<file path="src/rtl/csd_pkg.sv">
package csd_pkg;

    // bus and selector geometry
    localparam int CSD_ADDR_W   = 24;
    localparam int CSD_NUM_CS   = 8;
    localparam int CSD_CODE_W   = 2;
    localparam int CSD_NUM_WIN  = 13;
    localparam int CSD_IDX_W    = 4;
    localparam int CSD_NUM_CODE = 4;

    typedef logic [CSD_ADDR_W-1:0] csd_addr_t;
    typedef logic [CSD_CODE_W-1:0] csd_code_t;
    typedef logic [CSD_IDX_W-1:0]  csd_idx_t;

    // area code values
    localparam csd_code_t CSD_CODE_00 = 2'h0;
    localparam csd_code_t CSD_CODE_01 = 2'h1;
    localparam csd_code_t CSD_CODE_10 = 2'h2;
    localparam csd_code_t CSD_CODE_11 = 2'h3;

    // area code held after reset for every selector
    localparam csd_code_t CSD_CODE_RST = CSD_CODE_00;

    // window sizes in bytes
    localparam csd_addr_t CSD_SZ_1M   = 24'h10_0000;
    localparam csd_addr_t CSD_SZ_512K = 24'h08_0000;
    localparam csd_addr_t CSD_SZ_128K = 24'h02_0000;
    localparam csd_addr_t CSD_SZ_4K   = 24'h00_1000;
    localparam csd_addr_t CSD_SZ_2K   = 24'h00_0800;
    localparam csd_addr_t CSD_SZ_128B = 24'h00_0080;

    // window indices
    localparam csd_idx_t W_F0_1M   = 4'h0;
    localparam csd_idx_t W_F8_512K = 4'h1;
    localparam csd_idx_t W_FE_128K = 4'h2;
    localparam csd_idx_t W_E0_1M   = 4'h3;
    localparam csd_idx_t W_FC_128K = 4'h4;
    localparam csd_idx_t W_IO_FF80 = 4'h5;
    localparam csd_idx_t W_FA_128K = 4'h6;
    localparam csd_idx_t W_30_4K   = 4'h7;
    localparam csd_idx_t W_IO_FF00 = 4'h8;
    localparam csd_idx_t W_F8_128K = 4'h9;
    localparam csd_idx_t W_IO_FE80 = 4'hA;
    localparam csd_idx_t W_28_2K   = 4'hB;
    localparam csd_idx_t W_F0_512K = 4'hC;
    localparam csd_idx_t W_NONE    = 4'hF;

    // window base addresses, by index
    localparam csd_addr_t CSD_WIN_BASE [CSD_NUM_WIN] = '{
        24'hF0_0000, 24'hF8_0000, 24'hFE_0000, 24'hE0_0000, 24'hFC_0000,
        24'h68_FF80, 24'hFA_0000, 24'h00_3000, 24'h68_FF00, 24'hF8_0000,
        24'h68_FE80, 24'h00_2800, 24'hF0_0000};

    // window sizes, by index
    localparam csd_addr_t CSD_WIN_SIZE [CSD_NUM_WIN] = '{
        CSD_SZ_1M, CSD_SZ_512K, CSD_SZ_128K, CSD_SZ_1M, CSD_SZ_128K,
        CSD_SZ_128B, CSD_SZ_128K, CSD_SZ_4K, CSD_SZ_128B, CSD_SZ_128K,
        CSD_SZ_128B, CSD_SZ_2K, CSD_SZ_512K};

    // window chosen by each selector for codes 00, 01, 10, 11
    localparam csd_idx_t CSD_MAP [CSD_NUM_CS][CSD_NUM_CODE] = '{
        '{W_F0_1M,   W_F8_512K, W_FE_128K, W_NONE},
        '{W_E0_1M,   W_F0_512K, W_FC_128K, W_IO_FF80},
        '{W_30_4K,   W_FA_128K, W_IO_FF80, W_IO_FF00},
        '{W_F8_128K, W_IO_FF00, W_IO_FE80, W_NONE},
        '{W_28_2K,   W_IO_FE80, W_NONE,    W_NONE},
        '{W_IO_FF80, W_NONE,    W_NONE,    W_NONE},
        '{W_IO_FF00, W_NONE,    W_NONE,    W_NONE},
        '{W_NONE,    W_NONE,    W_NONE,    W_NONE}};

    // selector that also serves boot and vector fetches
    localparam int CSD_BOOT_CS = 0;

endpackage

</file>
<file path="src/rtl/csd_window.sv">
`timescale 1ns/1ns

// flags an address inside one aligned window
module csd_window #(
    parameter logic [23:0] BASE = 24'h00_0000,
    parameter logic [23:0] SIZE = 24'h00_0080
) (
    // address under test
    input  wire logic [23:0] addr,
    // match flag
    output wire logic        hit
);

    // aligned windows need only the bits above the span
    assign hit = ((addr ^ BASE) & ~(SIZE - 24'h00_0001)) == 24'h00_0000;

endmodule

</file>
<file path="src/rtl/csd_decoder.sv">
`timescale 1ns/1ns

// Overview of operation
// - eight select outputs exist, each with its own two-bit area code choosing its window.
// - a select output is active the cycle after a bus access address lies in its window, else inactive.
// - output 0 decodes 1M at F00000, 512K at F80000, 128K at FE0000, or is off for code 11.
// - output 0 is also active during program ROM fetches and vector fetches.
// - output 1 decodes 1M at E00000, 512K at F00000, 128K at FC0000, or 128B at 68FF80.
// - output 2 decodes 4K at 003000, 128K at FA0000, 128B at 68FF80, or 128B at 68FF00.
// - output 3 decodes 128K at F80000, 128B at 68FF00, 128B at 68FE80, or is off for code 11.
// - output 4 decodes 2K at 002800 or 128B at 68FE80, and is off for codes 10 and 11.
// - outputs 5 and 6 decode 128B at 68FF80 and 68FF00 for code 00 only; output 7 never fires.
module csd_decoder
    import csd_pkg::*;
(
    // clock and reset
    input  wire logic                     mclk,
    input  wire logic                     rst_b,
    // bus access from the core
    input  wire logic                     bus_access_valid,
    input  wire csd_pkg::csd_addr_t       bus_addr,
    input  wire logic                     rom_fetch,
    input  wire logic                     vector_fetch,
    // area code control bits
    input  wire logic                     area_wr_en,
    input  wire logic [2:0]               area_wr_sel,
    input  wire csd_pkg::csd_code_t       area_wr_code,
    output wire logic [15:0]              area_code_rd,
    // chip selects, active high
    output wire logic                     chip_select_out_0,
    output wire logic                     chip_select_out_1,
    output wire logic                     chip_select_out_2,
    output wire logic                     chip_select_out_3,
    output wire logic                     chip_select_out_4,
    output wire logic                     chip_select_out_5,
    output wire logic                     chip_select_out_6,
    output wire logic                     chip_select_out_7
);
    import csd_pkg::*;

    csd_code_t                 area_code_reg [CSD_NUM_CS];
    logic [CSD_NUM_CS-1:0]     cs_reg;
    logic [CSD_NUM_CS-1:0]     cs_next;
    logic [CSD_NUM_WIN-1:0]    win_hit;
    logic [15:0]               area_rd_reg;
    logic                      boot_fetch;

    // picks the hit flag of a window index, none never hits
    function automatic logic csd_route(input csd_idx_t idx,
                                       input logic [CSD_NUM_WIN-1:0] hits);
        logic r;
        r = 1'b0;
        if (idx != W_NONE) begin
            r = hits[idx];
        end
        return r;
    endfunction

    // one comparator per distinct window
    for (genvar g = 0; g < CSD_NUM_WIN; g++) begin : g_win
        csd_window #(
            .BASE (CSD_WIN_BASE[g]),
            .SIZE (CSD_WIN_SIZE[g])
        ) u_win (
            .addr (bus_addr),
            .hit  (win_hit[g])
        );
    end

    // per-selector area code storage
    always_ff @(posedge mclk) begin
        if (!rst_b) begin
            for (int i = 0; i < CSD_NUM_CS; i++) begin
                area_code_reg[i] <= CSD_CODE_RST;
            end
        end else if (area_wr_en) begin
            area_code_reg[area_wr_sel] <= area_wr_code;
        end
    end

    // readback image of all area codes
    always_ff @(posedge mclk) begin
        if (!rst_b) begin
            area_rd_reg <= 16'h0000;
        end else begin
            for (int i = 0; i < CSD_NUM_CS; i++) begin
                area_rd_reg[i*CSD_CODE_W +: CSD_CODE_W] <= area_code_reg[i];
            end
        end
    end

    assign boot_fetch = rom_fetch | vector_fetch;

    // window decode through each selector's table row
    always_comb begin
        cs_next = '0;
        for (int i = 0; i < CSD_NUM_CS; i++) begin
            cs_next[i] = bus_access_valid & csd_route(CSD_MAP[i][area_code_reg[i]], win_hit);
        end
        if (bus_access_valid && boot_fetch) begin
            cs_next[CSD_BOOT_CS] = 1'b1;
        end
    end

    // registered selects, idle in reset
    always_ff @(posedge mclk) begin
        if (!rst_b) begin
            cs_reg <= '0;
        end else begin
            cs_reg <= cs_next;
        end
    end

    // outputs straight from flops
    assign area_code_rd      = area_rd_reg;
    assign chip_select_out_0 = cs_reg[0];
    assign chip_select_out_1 = cs_reg[1];
    assign chip_select_out_2 = cs_reg[2];
    assign chip_select_out_3 = cs_reg[3];
    assign chip_select_out_4 = cs_reg[4];
    assign chip_select_out_5 = cs_reg[5];
    assign chip_select_out_6 = cs_reg[6];
    assign chip_select_out_7 = cs_reg[7];
endmodule

</file>
<file path="config.mk">
export PLATFORM = sky130hd
export DESIGN_NAME = csd_decoder
export DESIGN_NICKNAME = d
export VERILOG_FILES = /design/src/rtl/csd_pkg.sv /design/src/rtl/csd_window.sv /design/src/rtl/csd_decoder.sv
export SDC_FILE = /design/constraint.sdc
export NUM_CORES = 1
export LEC_CHECK = 0
export ABC_CLOCK_PERIOD_IN_PS = 1970
export BUFFER_PORTS_ARGS = -buffer_cell sky130_fd_sc_hd__buf_2
export CAP_MARGIN = 20
export CORE_MARGIN = 8
export CORE_UTILIZATION = 47
export DETAILED_ROUTE_END_ITERATION = 7
export PLACE_DENSITY = 0.72
export SLEW_MARGIN = 25
export SYNTH_ARGS = -nofsm -noshare
export SYNTH_HDL_FRONTEND = slang
export SYNTH_SLANG_ARGS = --single-unit
</file>
<file path="constraint.sdc">
create_clock -name mclk -period 1.97 [get_ports mclk]
set_input_delay 0.394 -clock mclk [delete_from_list [all_inputs] [get_ports mclk]]
set_output_delay 0.394 -clock mclk [all_outputs]
set_load 0.01 [all_outputs]
</file>
==> summary.md, run 1 <==
| Metric | Value |
|---|---|
| Post-layout min period | 1800 ps |
| Synthesized area | between 1500 and 2000 um2 |
| Area of the multi-input gates | 724 um2 |
| Status | completed |
| Fin. Hold Viols | 0 |
| Crit path max fanout | 2 |
| Die area | 5800 um2 |
| Root Driver | clkbuf_4 |
| Hold Path End | cs_reg[0]$_SDFF_PN0_ |
| Reg clk slew, reported paths | about 110 ps |
| Final nets | 256 |
| Die height | between 70 and 80 um |
| Hpwl dp | 3.18 mm |
| Min-delay src | rom_fetch |
| VDD IR-drop max | 458 uV |
| H-tree depth | 2 |
| Most common cell after layout, fill and taps aside | buf_2 |
| Synth area leaders | edfxtp_1 (28%), dfxtp_1 (27%), and2_1 (6.3%) |
| Largest net degree at the start of global routing | 18 |
| R2R cell count | 4 |
| Switching pwr | 0.000391 W |
| First drt pass iteration count | 4 |
| CTS sink cnt | 39 |
| Vias in the first global route | 1,484 |
| Number of synthesized flops with an enable pin | 16 |
| FFs w/ async S/R, synth | 0% |
| Reg area | 941 um2 |
| FMAX | 0.554 GHz |
| Initial Utilization | 47.5% |
| Syn avg cell area | 10.6 um2 |
| Placed Area | 2010 um2 |
| Worst Path Required | between 2000 and 2500 ps |
| CTS max path bufs | 2 |
| Crit share post-route | 91.6% |
| Drt drc | 0 |
| Synth Instances | 161 |
| Hold path cells | 3 |
| Die width | 76.2 um |
| GRT Overall Usage | between 10% and 20% |
| PD cells | about 750 nW/um2 |
| Netlist cell types | ~40 |
| Main synth FF type | dfxtp_1 |
| Pins over their slew limit | 0 |
| Aggregate routed wire length | 3.93 mm |
| P_int | between 0.001 and 0.0015 W |
| Worst Hold Class | input port to register |
| Crit path DAT | 2060 ps |
| Initial antenna violation count | 0 |
| Placement row count | 22 |
| Reg-to-reg endpoint | cs_reg[2]$_SDFF_PN0_ |
| Commonest non-fill, non-tap cells in the layout | buf_2 (50), dfxtp_1 (23), nor2_1 (21) |
| R2r setup slk | 170 ps |
| Kind of critical path | register to register |
| Sequential fraction of the synthesis area | 55.3% |
| Share of the synthesized area in the top cell type | 28.3% |
| GP Congestion | 0.883 |
| Yosys warnings | 0 |
| # port buffers | 50 |
| Drt first-iter violations | approximately 140 |
| Leakage | 0.880 nW |
| Wire per inst | 14.8 um |
| Layout cells sized above 1 | 32.6% |
| CTS tree | built |
| Clock latency on the worst-skew pair | 340 ps |
| Total CTS buffers | 5 |
| Crit end category | register |
| Gr ovfl total | 0 |
| Area Overhead vs Synth | 23.3% |
| Post-route ant nets | 0 |
| Clock share of power | 30.5% |
| Fillers | 311 |
| Worst Clk Skew | 3.71 ps |
| # IOs | 59 |
| Reg2Reg Launch Point | area_code_reg[2][1]$_SDFFCE_PN0P_ |
| Seq pwr share | 57.3% |
| Area leader, netlist | edfxtp_1 |
| Final setup vio count | 0 |
| Syn Nets | 200 |
| CORE AREA | about 3600 um2 |
| Hold_ws | 258 ps |
| Antenna diodes | 0 |
| Number of synthesized register bits | 39 |
| Power share of the combinational group | 12.2% |
| Vias per inst | ~5.4 |
| Max Cap Viol | 0 |
| RSZ-0062 raised after global routing | no |
| Fin area | 2100 um2 |
| Switch share | 24.8% |
| Global-route wire length before repair | 6.56 mm |
| Via count | 1,447 |
| CP startpoint kind | register |
power groups by stage:
stage / registers [W] / clock network (W) / logic, W
3_5_place_dp: 0.000921 / 0 / 0.000191
2_1_floorplan: 0.000930 / 0 / 0.0000892
3_3_place_gp: 0.000920 / 0 / 0.000184
6_report: 0.000902 / 0.000481 / 0.000192
4_1_cts: 0.000903 / 0.000495 / 0.000191
5_1_grt: 0.000908 / 0.000527 / 0.000211
kinds of logic (layout without fill, tap and decap cells):
logic type | count (synthesis) | after routing | synth area share (%)
compound gates | 22 | 22 | 8.83
fa+ha+maj | 4 | 4 | 2.94
buf+inv | 8 | 65 | 2.43
flops | 39 | 39 | 55.3
other cells | 1 | 1 | 0.221
simple gates | 87 | 87 | 30.2
what timing repair did:
item | in CTS | in global routing
setup buffers | 0 | 0
resized for setup | 0 | 1
hold buffers | 0 | 0
endpoints found under the setup margin | 0 | 1
cell usage after synthesis (2+ instances only):
cell,instances
a22oi_1,2
nand3_1,4
a41o_1,2
nand2b_1,6
nor2_1,21
nor4_1,6
clkbuf_1,4
ha_1,4
nand3b_1,2
inv_1,2
nor2b_1,2
nand4b_1,2
and2_1,17
o21ai_0,8
or3_1,2
edfxtp_1,16
nand4_1,7
a21oi_1,2
nand2_1,8
dfxtp_1,23
metrics by stage:
step | setup slack (ps) | utilization [%] | total power, W | TNS, ps | std cells
final | 166 | 58.6 | 0.00157 | 0 | 266
after global routing | 107 | 58.6 | 0.00165 | 0 | 266
after CTS | 45.3 | 58.4 | 0.00159 | 0 | 266
after detailed placement | -86.8 | 56.3 | 0.00111 | -90.9 | 258
after global placement | 11.2 | 56.3 | 0.00110 | 0 | 258
after floorplan | 310 | - | 0.00102 | 0 | 161
worst max path at each step:
stage | from | end | slack, ps
finish | area_code_reg[2][1]$_SDFFCE_PN0P_ | cs_reg[2]$_SDFF_PN0_ | 170
global route | area_code_reg[2][1]$_SDFFCE_PN0P_ | cs_reg[2]$_SDFF_PN0_ | 110
floorplan | bus_addr[17] | cs_reg[4]$_SDFF_PN0_ | 310
global placement | bus_addr[17] | cs_reg[2]$_SDFF_PN0_ | 10
CTS | area_code_reg[2][1]$_SDFFCE_PN0P_ | cs_reg[2]$_SDFF_PN0_ | 50
detailed placement | bus_addr[17] | cs_reg[2]$_SDFF_PN0_ | -90
cell type report:
cell class              count  area share (%)
clock buffers               6            2.98
well taps                  48            2.86
multi-input cells         114            34.5
inverters                   2           0.358
clock inverters             2           0.656
flip-flops and latches     39            44.9
repair buffers             55            13.7
worst max-delay path, stage by stage (launching register included):
cell      delay (ps)
edfxtp_1         430
or4b_2           640
nor4_2           270
o211ai_1         130
a22oi_1          240
layer usage:
layer | vias up | share of wire (%) | track usage [%]
met2 | 56 | 53 | 23.7
met3 | 8 | 6.6 | 5.42
met4 | 0 | 1.8 | 7.69
met5 | - | 0 | 0
met1 | 684 | 39 | 13.4
li1 | 699 | - | -
No activity file was read; power rests on OpenSTA's default activity.
==> run 2, diff against run 1 <==
--- a/config.mk
+++ b/config.mk
@@ -8,7 +8,8 @@
 export ABC_CLOCK_PERIOD_IN_PS = 1970
 export BUFFER_PORTS_ARGS = -buffer_cell sky130_fd_sc_hd__buf_2
 export CAP_MARGIN = 20
-export CORE_MARGIN = 8
+export CORE_ASPECT_RATIO = 0.5
+export CORE_MARGIN = 2
 export CORE_UTILIZATION = 47
 export DETAILED_ROUTE_END_ITERATION = 7
 export PLACE_DENSITY = 0.72
==> summary.md, run 2 (synthesis gave the netlist of run 1 again) <==
| Metric | Value |
|---|---|
| Most common cell after layout, fill and taps aside | buf_2 |
| CP startpoint kind | register |
| Setup repair bufs after CTS | 0 |
| Initial antenna violation count | 0 |
| Drt drc | 0 |
| Wire per inst | approximately 13 um |
| Total CTS buffers | 5 |
| Die height | ~47 um |
| Crit path max-delay cell type | or4b_2 |
| Switch share | about a quarter |
| Seq pwr share | 51.3% |
| Die width | a little under 90 um |
| Initial Utilization | 49.2% |
| RSZ-0062 raised after global routing | no |
| Cts hold-fix bufs | 0 |
| Worst Hold Class | input port to register |
| Largest net degree at the start of global routing | 14 |
| Fin Setup TNS | 0 ps |
| Kind of critical path | register to register |
| FMAX | roughly 0.55 GHz |
| CTS sink cnt | 39 |
| Crit share post-route | 91.5% |
| Clock share of power | 37.8% |
| Post-CTS resize count | 0 |
| Fin area | 2170 um2 |
| Worst Clk Skew | 1.66 ps |
| Area Overhead vs Synth | 27.4% |
| Switching pwr | 0.000413 W |
| Aggregate routed wire length | 3.67 mm |
| GRT Overall Usage | 18.3% |
| Via count | 1,426 |
| # port buffers | 50 |
| # IOs | 59 |
| Min-delay src | rom_fetch |
| Pre-CTS setup slack | 36.9 ps |
| PD cells | 813 nW/um2 |
| Vias in the first global route | 1,183 |
| Clock latency on the worst-skew pair | 290 ps |
| Global-route wire length before repair | 5.38 mm |
| Worst Path Required | 2180 ps |
| H-tree depth | 2 |
| Vias per inst | roughly 5.2 |
| Hold path cells | 3 |
| Crit path cell chain | or4b_2 -> nor4_2 -> buf_4 -> o211ai_1 -> a22oi_1 |
| Final setup vio count | 0 |
| Placed Area | 2050 um2 |
| Reg-to-reg endpoint | cs_reg[2]$_SDFF_PN0_ |
| Status | completed |
| Placement row count | 15 |
| Antenna diodes | 0 |
| R2r setup slk | 170 ps |
| Gr ovfl total | 0 |
| Fillers | approximately 320 |
| CTS tree | built |
| Reg2Reg Launch Point | area_code_reg[2][1]$_SDFFCE_PN0P_ |
| Max Cap Viol | 0 |
| Leakage | slightly above 0.9 nW |
| Drt first-iter violations | 54 |
| Total power | around 0.0018 W |
| Power share of the combinational group | 10.9% |
| Hpwl dp | 2.80 mm |
| VDD IR-drop max | roughly 370 uV |
| Layout cells sized above 1 | roughly a third |
| First drt pass iteration count | 4 |
| CORE AREA | 3450 um2 |
| Family with the most delay on the worst path | simple AND/OR/NAND/NOR gates |
| Fin. Hold Viols | 0 |
| GP Congestion | about 0.80 |
| Post-layout min period | 1800 ps |
| WP buf/inv | 1 |
| Reg clk slew, reported paths | around 80 ps |
| Critical path's largest stage delay | 650 ps |
| Final nets | 260 |
| Placed insts | 265 |
| Crit path DAT | 2020 ps |
| Crit path max fanout | 4 |
| Root Driver | clkbuf_8 |
| Commonest non-fill, non-tap cells in the layout | buf_2 (50), dfxtp_1 (23), nor2_1 (21) |
| Hold Path End | cs_reg[0]$_SDFF_PN0_ |
| Final WS setup | 168 ps |
| Die area | 4140 um2 |
| Crit end category | register |
| Pins over their slew limit | 0 |
| Post-route ant nets | 0 |
| CTS max path bufs | 2 |
| R2R cell count | 5 |
| Non-Filler Instances | roughly 270 |
| P_int | 0.00135 W |
[run 2: changes by cell type in the layout (fill, tap and decap cells not counted)]
| cell | previous run | this run |
|---|---|---|
| buf_4 | 5 | 9 |
| bufinv_16 | 0 | 1 |
| clkinv_2 | 1 | 0 |
| inv_6 | 0 | 1 |
| clkbuf_8 | 0 | 5 |
| clkinv_4 | 1 | 0 |
| clkbuf_4 | 5 | 0 |
| clkinv_1 | 0 | 1 |
| clkbuf_16 | 1 | 0 |
[run 2: per-layer routing]
layer,routed length [um],up-vias,global-route usage (%)
met5,0,-,0
met2,1620,57,28.4
li1,-,709,-
met1,1750,653,24.2
met3,251,7,5.91
met4,49,0,7.16
[run 2: cell type report]
type / count / area, um2 / share of cell area (%)
tap: 51 / 63.8 / 2.95
sequential: 39 / 941 / 43.4
multi-input combinational: 114 / 724 / 33.4
timing repair buffer: 59 / 318 / 14.7
clock buffer: 5 / 68.8 / 3.18
clock inverter: 3 / 42.5 / 1.96
inverter: 2 / 7.51 / 0.347
[run 2: worst max path at each step]
stage / startpoint / end / slack [ps] / depth (start not counted)
after floorplan: bus_addr[17] / cs_reg[4]$_SDFF_PN0_ / 310 / 4
after global placement: bus_addr[17] / cs_reg[2]$_SDFF_PN0_ / 50 / 6
after detailed placement: bus_addr[17] / cs_reg[5]$_SDFF_PN0_ / 40 / 5
after CTS: area_code_reg[2][1]$_SDFFCE_PN0P_ / cs_reg[2]$_SDFF_PN0_ / 130 / 5
after global routing: area_code_reg[2][1]$_SDFFCE_PN0P_ / cs_reg[2]$_SDFF_PN0_ / 30 / 5
final: area_code_reg[2][1]$_SDFFCE_PN0P_ / cs_reg[2]$_SDFF_PN0_ / 170 / 5
[run 2: tightest hold or removal path: cells and delay by family]
family                 cells  cell delay, ps
AND/OR/NAND/NOR            2             110
buffers and inverters      1              70
[run 2: metrics by stage]
stage                     hold slack [ps]  utilization, %
after floorplan                       409               -
after global placement                428            59.3
after detailed placement              425            59.3
after CTS                             316            62.5
after global routing                  323            62.7
final                                 318            62.7
[run 2: power by group through the flow]
stage	registers (W)	clock network, W	logic [W]
after global routing	0.000909	0.000701	0.000213
after floorplan	0.000930	0	0.0000892
final	0.000903	0.000664	0.000192
after CTS	0.000904	0.000674	0.000191
after detailed placement	0.000922	0	0.000190
after global placement	0.000921	0	0.000185
